<file path="config.mk">
export PLATFORM = sky130hd
export DESIGN_NAME = stepper_pattern_generator
export DESIGN_NICKNAME = d
export VERILOG_FILES = /design/src/hw/stepper_pattern_pkg.sv /design/src/hw/stepper_pattern_generator.sv
export SDC_FILE = /design/constraint.sdc
export NUM_CORES = 1
export LEC_CHECK = 0
export BUFFER_PORTS_ARGS = -buffer_cell sky130_fd_sc_hd__buf_2
export CAP_MARGIN = 20
export CORE_MARGIN = 4
export CORE_UTILIZATION = 47
export CTS_BUF_LIST = sky130_fd_sc_hd__clkbuf_4
export DETAILED_ROUTE_END_ITERATION = 10
export GPL_ROUTABILITY_DRIVEN = 0
export PLACE_DENSITY = 0.83
export REMOVE_ABC_BUFFERS = 1
export SLEW_MARGIN = 15
export SYNTH_ARGS = -nofsm -noshare
export SYNTH_HDL_FRONTEND = slang
export SYNTH_SLANG_ARGS = --single-unit
</file>
<file path="constraint.sdc">
create_clock -name i_clk_sys -period 2.1 [get_ports i_clk_sys]
set_input_delay 0.42 -clock i_clk_sys [delete_from_list [all_inputs] [get_ports i_clk_sys]]
set_output_delay 0.42 -clock i_clk_sys [all_outputs]
set_load 0.02 [all_outputs]
</file>
<file path="src/hw/stepper_pattern_pkg.sv">
// constants for the stepping motor pattern generator
package stepper_pattern_pkg;

  localparam int NUM_CHAN = 2;
  localparam int NIBBLE_W = 4;
  localparam int PORT_W   = 8;
  localparam int ADDR_W   = 8;
  localparam int DATA_W   = 8;
  localparam int RING_W   = 8;
  localparam int WIDE_W   = 16;

  // register map
  localparam logic [ADDR_W-1:0] PATTERN_CHANNEL0_REG_ADDR = 8'h4C;
  localparam logic [ADDR_W-1:0] PATTERN_CHANNEL1_REG_ADDR = 8'h4D;
  localparam logic [ADDR_W-1:0] PATTERN_CONTROL_REG_ADDR  = 8'h4E;

  // channel register layout
  localparam int LATCH_LSB = 4;
  localparam int SA_LSB    = 0;

  // control register: one nibble per channel, channel 0 in the low nibble
  localparam int CTL_CHAN_W       = 4;
  localparam int CTL_MODE_SEL_BIT = 0;
  localparam int CTL_REVERSE_BIT  = 1;
  localparam int CTL_EXCITE12_BIT = 2;
  localparam int CTL_SOURCE_BIT   = 3;

  // reset values
  localparam logic [NIBBLE_W-1:0] LATCH_RST = 4'h0;
  localparam logic [NIBBLE_W-1:0] SA_RST    = 4'h0;
  localparam logic [DATA_W-1:0]   CTRL_RST  = 8'h00;
  localparam logic [PORT_W-1:0]   PIN_RST   = 8'h00;
  localparam logic [DATA_W-1:0]   RD_RST    = 8'h00;
  localparam logic [DATA_W-1:0]   RD_UNMAPPED = 8'h00;

  // operating mode of the 8-bit timer pair feeding channel 0
  localparam logic [1:0] TMODE_8BIT  = 2'h0;
  localparam logic [1:0] TMODE_16BIT = 2'h1;
  localparam logic [1:0] TMODE_PPG   = 2'h2;
  localparam logic [1:0] TMODE_PWM   = 2'h3;

endpackage

</file>
<file path="src/hw/stepper_pattern_generator.sv">
// two-channel stepping motor control and pattern generation port
`timescale 1ns/10ps
module stepper_pattern_generator
  import stepper_pattern_pkg::*;
(
  input  wire logic              i_clk_sys,
  input  wire logic              i_rst_n,
  input  wire logic [ADDR_W-1:0] i_addr,
  input  wire logic [DATA_W-1:0] i_wr_data,
  input  wire logic              i_wr_en,
  input  wire logic              i_rd_en,
  output logic      [DATA_W-1:0] o_rd_data,
  input  wire logic [1:0]        i_timer_pair_mode,
  input  wire logic [WIDE_W-1:0] i_pair_counter,
  input  wire logic [7:0]        i_timer_low_compare,
  input  wire logic [7:0]        i_timer_cycle_compare,
  input  wire logic              i_flipflop_invert_enable,
  input  wire logic [WIDE_W-1:0] i_wide_counter_a,
  input  wire logic [WIDE_W-1:0] i_wide_timer_a_compare_b,
  input  wire logic              i_match_b_trigger_enable,
  input  wire logic              i_match_b_alt_trigger_enable,
  input  wire logic [WIDE_W-1:0] i_wide_counter_b,
  input  wire logic [WIDE_W-1:0] i_wide_timer_b_compare_b,
  input  wire logic              i_timer_b_match_trigger_enable,
  input  wire logic [PORT_W-1:0] i_port_function_select,
  input  wire logic [PORT_W-1:0] i_port_data,
  output logic      [PORT_W-1:0] o_port_pin
);

  // shift helpers: forward moves each phase one step toward the last
  function automatic logic [NIBBLE_W-1:0] rot4(
    input logic [NIBBLE_W-1:0] v,
    input logic                rev
  );
    rot4 = rev ? {v[0], v[NIBBLE_W-1:1]} : {v[NIBBLE_W-2:0], v[NIBBLE_W-1]};
  endfunction

  function automatic logic [RING_W-1:0] rot8(
    input logic [RING_W-1:0] v,
    input logic              rev
  );
    rot8 = rev ? {v[0], v[RING_W-1:1]} : {v[RING_W-2:0], v[RING_W-1]};
  endfunction

  // ring order from top: latch3 alt3 latch2 alt2 latch1 alt1 latch0 alt0
  function automatic logic [RING_W-1:0] ring_pack(
    input logic [NIBBLE_W-1:0] lat,
    input logic [NIBBLE_W-1:0] alt
  );
    logic [RING_W-1:0] r;
    r = '0;
    for (int i = 0; i < NIBBLE_W; i++)
    begin
      r[2*i+1] = lat[i];
      r[2*i]   = alt[i];
    end
    ring_pack = r;
  endfunction

  logic [DATA_W-1:0]   ctrl_ff;
  logic [DATA_W-1:0]   nxt_ctrl;
  logic [DATA_W-1:0]   rd_data_ff;
  logic [DATA_W-1:0]   nxt_rd_data;
  logic [PORT_W-1:0]   pin_ff;
  logic [PORT_W-1:0]   nxt_pin;
  logic [NUM_CHAN-1:0] trig_lvl;
  logic [NUM_CHAN-1:0] trig_lvl_ff;
  logic [NUM_CHAN-1:0] trig_pulse;
  logic [NUM_CHAN-1:0] chan_wr;
  logic [NIBBLE_W-1:0] latch_ff [NUM_CHAN];
  logic [NIBBLE_W-1:0] sa_ff    [NUM_CHAN];
  logic [PORT_W-1:0]   pattern;
  logic [WIDE_W-1:0]   pair_compare;

  assign pair_compare = {i_timer_cycle_compare, i_timer_low_compare};
  assign chan_wr[0]   = i_wr_en && (i_addr == PATTERN_CHANNEL0_REG_ADDR);
  assign chan_wr[1]   = i_wr_en && (i_addr == PATTERN_CHANNEL1_REG_ADDR);

  // trigger levels from the timers
  always_comb
  begin
    unique case (i_timer_pair_mode)
      TMODE_16BIT: trig_lvl[0] = (i_pair_counter == pair_compare);
      TMODE_PPG:   trig_lvl[0] =
                     (i_pair_counter[7:0] == i_timer_cycle_compare);
      default:     trig_lvl[0] = 1'b0;
    endcase
    if (!i_flipflop_invert_enable)
    begin
      trig_lvl[0] = 1'b0;
    end
    if (ctrl_ff[CTL_CHAN_W + CTL_SOURCE_BIT])
    begin
      trig_lvl[1] = (i_wide_counter_b == i_wide_timer_b_compare_b)
                    && i_timer_b_match_trigger_enable;
    end
    else
    begin
      trig_lvl[1] = (i_wide_counter_a == i_wide_timer_a_compare_b)
                    && (i_match_b_trigger_enable
                        || i_match_b_alt_trigger_enable);
    end
  end

  // rising edge of each level makes a single-cycle pulse
  assign trig_pulse = trig_lvl & ~trig_lvl_ff;

  always_ff @(posedge i_clk_sys or negedge i_rst_n)
  begin
    if (!i_rst_n)
    begin
      trig_lvl_ff <= '0;
    end
    else
    begin
      trig_lvl_ff <= trig_lvl;
    end
  end

  // per-channel pattern state
  generate
    for (genvar c = 0; c < NUM_CHAN; c++)
    begin : g_chan
      logic [NIBBLE_W-1:0] nxt_latch;
      logic [NIBBLE_W-1:0] nxt_sa;
      logic [RING_W-1:0]   ring;
      logic                mode_sel;
      logic                reverse;
      logic                excite12;

      assign mode_sel = ctrl_ff[c*CTL_CHAN_W + CTL_MODE_SEL_BIT];
      assign reverse  = ctrl_ff[c*CTL_CHAN_W + CTL_REVERSE_BIT];
      assign excite12 = ctrl_ff[c*CTL_CHAN_W + CTL_EXCITE12_BIT];

      always_comb
      begin
        nxt_latch = latch_ff[c];
        nxt_sa    = sa_ff[c];
        ring      = rot8(ring_pack(latch_ff[c], sa_ff[c]), reverse);
        if (trig_pulse[c])
        begin
          if (excite12 || mode_sel)
          begin
            for (int i = 0; i < NIBBLE_W; i++)
            begin
              nxt_latch[i] = ring[2*i+1];
              nxt_sa[i]    = ring[2*i];
            end
          end
          else
          begin
            nxt_latch = rot4(latch_ff[c], reverse);
          end
        end
        // a write in the same cycle as a shift overrides the shifted alternate value, and the latch too unless mode_sel is set
        if (chan_wr[c])
        begin
          nxt_sa = i_wr_data[SA_LSB +: NIBBLE_W];
          if (!mode_sel)
          begin
            nxt_latch = i_wr_data[LATCH_LSB +: NIBBLE_W];
          end
        end
      end

      always_ff @(posedge i_clk_sys or negedge i_rst_n)
      begin
        if (!i_rst_n)
        begin
          latch_ff[c] <= LATCH_RST;
          sa_ff[c]    <= SA_RST;
        end
        else
        begin
          latch_ff[c] <= nxt_latch;
          sa_ff[c]    <= nxt_sa;
        end
      end

      assign pattern[c*NIBBLE_W +: NIBBLE_W] = latch_ff[c];
    end
  endgenerate

  // pin multiplexer, one select bit per pin
  generate
    for (genvar p = 0; p < PORT_W; p++)
    begin : g_pin
      assign nxt_pin[p] = i_port_function_select[p] ? pattern[p]
                                                    : i_port_data[p];
    end
  endgenerate

  // register file
  always_comb
  begin
    nxt_ctrl    = ctrl_ff;
    nxt_rd_data = RD_RST;
    if (i_wr_en && (i_addr == PATTERN_CONTROL_REG_ADDR))
    begin
      nxt_ctrl = i_wr_data;
    end
    if (i_rd_en)
    begin
      unique case (i_addr)
        PATTERN_CHANNEL0_REG_ADDR: nxt_rd_data = {4'h0, sa_ff[0]};
        PATTERN_CHANNEL1_REG_ADDR: nxt_rd_data = {4'h0, sa_ff[1]};
        PATTERN_CONTROL_REG_ADDR:  nxt_rd_data = ctrl_ff;
        default:                   nxt_rd_data = RD_UNMAPPED;
      endcase
    end
  end

  always_ff @(posedge i_clk_sys or negedge i_rst_n)
  begin
    if (!i_rst_n)
    begin
      ctrl_ff    <= CTRL_RST;
      rd_data_ff <= RD_RST;
      pin_ff     <= PIN_RST;
    end
    else
    begin
      ctrl_ff    <= nxt_ctrl;
      rd_data_ff <= nxt_rd_data;
      pin_ff     <= nxt_pin;
    end
  end

  assign o_rd_data  = rd_data_ff;
  assign o_port_pin = pin_ff;
endmodule

</file>
Word-level counts from Yosys, hierarchy flattened

Cells that the tools add are included.

Equality and inequality tests: 9
Muxes and demuxes: 31
Bitwise logic cells: 2
Reduce and logical (&&, ||, !) cells: 14

Operators with widths:

| kind                 | number |
|---|---|
| $mux W4              | 16 |
| $eq A16 B16 Y1       | 3 |
| $eq A8 B7 Y1 const B | 3 |
| $mux W8              | 3 |
| $pmux W8 S3          | 1 |
| $mux W1              | 10 |
| $eq A8 B8 Y1         | 1 |
| $reduce_bool A2 Y1   | 4 |
| $logic_and A1 B1 Y1  | 5 |
| $reduce_and A2 Y1    | 2 |
| $logic_or A1 B1 Y1   | 3 |
| $and A2 B2 Y2        | 1 |
| $eq A2 B1 Y1 const B | 1 |
| $eq A2 B2 Y1 const B | 1 |
| $not A2 Y2           | 1 |
| $pmux W1 S2          | 1 |

Register bits after elaboration: 42
Input bits: 138
Output and inout bits: 16
Word-level logic and storage cells: 64

Depth between registers and ports, before layout

Depth after elaboration: 7
Depth in mapped cells: 9
Depth with buffers taken out: 7

Least setup slack after synthesis

OpenSTA, ideal clock, no wires.

Path type: in2reg
From: input port i_timer_pair_mode[0]
To: register sa_ff[4] in the netlist's numbering
Library setup time: 0.137 ns
Arrival time: 2.054 ns
Required time: 1.963 ns
Slack: -0.091 ns
Cell stages on the path: 8
Cells stage by stage: inv_1 ha_1 or3b_1 clkbuf_1 nor4_1 a22oi_1 a2111oi_0 nor3_1

Word-level cells in the longest chain between the ends: 6
Elaborated cells between the ends (all ways): 7

RTL lines:

| item                                                | line                             | text |
|---|---|---|
| start, declared                                     | stepper_pattern_generator.sv:13  | `input wire logic [1:0] i_timer_pair_mode,` |
| $eq A2 B2 Y1 / $eq A2 B1 Y1 (equally long branches) | stepper_pattern_generator.sv:82  | `unique case (i_timer_pair_mode)` |
| $pmux W1 S2 *                                       | stepper_pattern_generator.sv:82  |  |
| $mux W1 *                                           | stepper_pattern_generator.sv:88  | `if (!i_flipflop_invert_enable)` |
| $and A2 B2 Y2 *                                     | stepper_pattern_generator.sv:106 | `assign trig_pulse = trig_lvl & ~trig_lvl_ff;` |
| $reduce_bool A2 Y1 (no source line) *               | -                                |  |
| $reduce_and A2 Y1 (no source line) *                | -                                |  |
| end signal, assigned by index                       | stepper_pattern_generator.sv:176 | `sa_ff[c] <= nxt_sa;` |
| end, declared                                       | stepper_pattern_generator.sv:71  | `logic [NIBBLE_W-1:0] sa_ff [NUM_CHAN];` |

Every way passes the cells marked *; elsewhere a longest branch is shown, timed or not.
A chain may end at the register's enable or synchronous reset.

Worst setup path after layout

From: input port i_timer_pair_mode[0]
To: register latch_ff[7] in the netlist's numbering

Word-level cells in the longest chain between the ends: 7
Elaborated cells between the ends (all ways): 8

RTL lines:

| item                                                | line                             | text |
|---|---|---|
| $eq A2 B2 Y1 / $eq A2 B1 Y1 (equally long branches) | stepper_pattern_generator.sv:82  |  |
| $pmux W1 S2 *                                       | stepper_pattern_generator.sv:82  |  |
| $mux W1 *                                           | stepper_pattern_generator.sv:88  |  |
| $and A2 B2 Y2 *                                     | stepper_pattern_generator.sv:106 |  |
| $mux W4 *                                           | stepper_pattern_generator.sv:140 | `if (trig_pulse[c])` |
| $mux W4                                             | stepper_pattern_generator.sv:159 | `if (!mode_sel)` |
| $mux W4 *                                           | stepper_pattern_generator.sv:156 | `if (chan_wr[c])` |
| named net g_chan[0].nxt_latch[3]                    | stepper_pattern_generator.sv:124 | `logic [NIBBLE_W-1:0] nxt_latch;` |
| end signal, assigned by index                       | stepper_pattern_generator.sv:175 | `latch_ff[c] <= nxt_latch;` |
| end, declared                                       | stepper_pattern_generator.sv:70  | `logic [NIBBLE_W-1:0] latch_ff [NUM_CHAN];` |

The timed path passes the listed nets; every way through them passes the cells marked *.

==> results.cfg <==
[synth]
synth_area_leaders = dfrtp_1, xnor2_1, xor2_1
ys_seq_elements = 42
synth.largest_area_cell = dfrtp_1
syn_area_mm2 = 0.002920
synthCells = 285
synth_edf_count = 0
yosysWarnings = 0
seq_area_frac_synth_pct = 35.99
synth-async-reset-ratio_pct = 100.0
avgSynthCellArea_um2 = 10.25
synth_ff_type = dfrtp_1
synth.distinct_cells = 40
synth_top_area_share_pct = 35.99

[cts]
clkTransAtPathRegs_ps = 120
h-tree-depth = 2
clk_latency_ps = 340
root_buffer = clkbuf_4
cts-buffers-inserted = 5
cts.path.max_buffers = 2
cts_tree = yes
post-cts-setup-buffers = 0
cts_sinks = 42

[global_routing]
grt_max_degree = 43
grtUsageTotal_pct = 21.90
grt_pass1_vias = 2914
grt_overflow_total = 0
grt_pass1_wl_um = 13040
antenna_found_initial = 0

[setup_path]
criticalPathCategory = primary input to flop
crit_chain = buf_2 -> inv_1 -> ha_1 -> or3b_1 -> buf_4 -> nor4_1 -> a21oi_1 -> a221oi_1 -> a21o_1
worst-path-buf-inv = 3
slowest_stage = or3b_1
cpLargestDelayFamily = simple AND/OR/NAND/NOR gates
worstPathArrival_ps = 2290
slowest_delay_ps = 410
crit_path_start_kind = primary input
endpoint_kind = flop
cp_max_fo = 7
required_ps = 2380

[die]
rows = 28
dieWidth_um = 86.83
die_area_mm2 = 0.007539
num_io_pins = 154
die_h_um = 86.83
start_util_pct = 48.75
core_region_area_mm2 = 0.005991

[cells_and_area]
multi_input_area_mm2 = 0.001810
fin_cells = 523
layout_commonest_cell = buf_2
final_cell_mix = buf_2, dfrtp_1, xnor2_1
areaGrowthSynthToFinish_pct = 33.42
n_fill_cell = 482
nets = 587
drive_gt1_share_pct = 46.88
antenna_cells = 0
fin_util_pct = 65.04
register_area_mm2 = 0.001051

[sta]
clock.fmax_ghz = 0.4972
post-route-period-util_pct = 95.77
fin_crit_ps = 2011
worst_pin_slew_ps = 529.5
timing.hold.ws_ps = 127.4
maxSlewViolCount = 0
hold_viol = 0
relSlewSlack_pct = 64.70
rsz0062_at_grt = false
finalClockSkew_ps = 14.17
setup_violations = 0

[run]
cap_violations = 0

[power]
power.density_mw_per_mm2 = 452.0
peakVddDrop_mv = 0.2630
leakage_nw = 1.865

[route]
dr.pass1.iters = 4
viasPerCell = 5.436
vias = 2843
drt_iter0_drc = 207
ant_nets = 0
wl_per_cell_um = 15.79
route.detailed.drc = 0
drt_wl_total_um = 8256

[placed_design]
io_buffers = 153
hpwl_um = 7003
dp.cells = 515

[hold_path]
hp-class = primary input to asynchronous set/reset pin

[outcome]
status = finished, final reports clean
==> through the flow <==
stage                     total power, W  setup TNS [ps]  worst slack, ps  area (um2)
after floorplan                 0.001136          -177.3           -48.35        2873
after global placement          0.001374           -1265           -179.2        3827
after detailed placement        0.001391           -2039           -267.0        3827
after CTS                       0.001779               0            90.00        3881
after global routing            0.001863               0            6.896        3896
final                           0.001761               0            88.74        3896
==> final timing paths <==
check	from	end	slack, ps	cells past startpoint
min in group i_clk_sys	i_port_data[2]	o_port_pin[2]$_DFF_PN0_	300	2
max	i_timer_pair_mode[0]	latch_ff[7]$_DFF_PN0_	90	9
max reg2reg	trig_lvl_ff[0]$_DFF_PN0_	latch_ff[7]$_DFF_PN0_	240	6
max in group asynchronous	i_rst_n	ctrl_ff[0]$_DFFE_PN0P_	1610	2
min	i_rst_n	o_rd_data[3]$_DFF_PN0_	130	2
min reg2reg	ctrl_ff[3]$_DFFE_PN0P_	ctrl_ff[3]$_DFFE_PN0P_	520	1
==> layer usage <==
metal / routed length (um) / vias to the layer above / global-route usage [%]
li1: - / 1371 / -
met3: 663 / 17 / 2.662
met4: 137 / 0 / 6.374
met5: 0 / - / 0
met1: 3010 / 1313 / 26.75
met2: 4445 / 142 / 40.03
==> cell usage after synthesis (7+ instances only) <==
library cell  count
nor3b_1           8
a21oi_1          12
nand4_1          10
mux2_2           16
mux4_2            7
xnor2_1          31
dfrtp_1          42
mux2i_1           8
nor4_1            9
nand2_1          14
nor2_1           26
xor2_1           25
nor3_1            9
nand3_1           7
inv_1             7
==> flip-flops by register name (all words and copies together) (netlist names) <==
| signal | cells |
|---|---|
| trig_lvl_ff | 2 |
| o_rd_data | 8 |
| latch_ff | 8 |
| o_port_pin | 8 |
| sa_ff | 8 |
| ctrl_ff | 8 |
==> power by group <==
group,internal [W],total (W),switching [W]
clock,0.000139,0.000385,0.000246
combinational,0.000260,0.000485,0.000225
sequential,0.000846,0.000891,0.0000453
total,0.00125,0.00176,0.000516
==> cell families after synthesis <==
group / count (synthesis) / share of synthesized area (%)
AOI/OAI and AO/OA: 40 / 10.88
xor gates and xnor gates: 56 / 16.80
adders and majority gates: 2 / 0.8568
buffers and inverters: 16 / 2.528
DFF: 42 / 35.99
muxes: 32 / 15.17
and+or+nand+nor: 97 / 17.78
==> final cells by class <==
class / instances / area share, %
clock buffer: 6 / 1.156
inverter: 7 / 0.6744
multi-input combinational: 227 / 46.47
tap: 75 / 2.408
clock inverter: 2 / 0.2248
sequential: 42 / 26.97
timing repair buffer: 164 / 22.09
==> timing repair <==
action	in CTS	in global routing
setup endpoints to repair	0	4
hold buffers	0	0
gates resized for setup	0	5
hold endpoints to repair	0	0
Power figures use the tool's default switching activity.
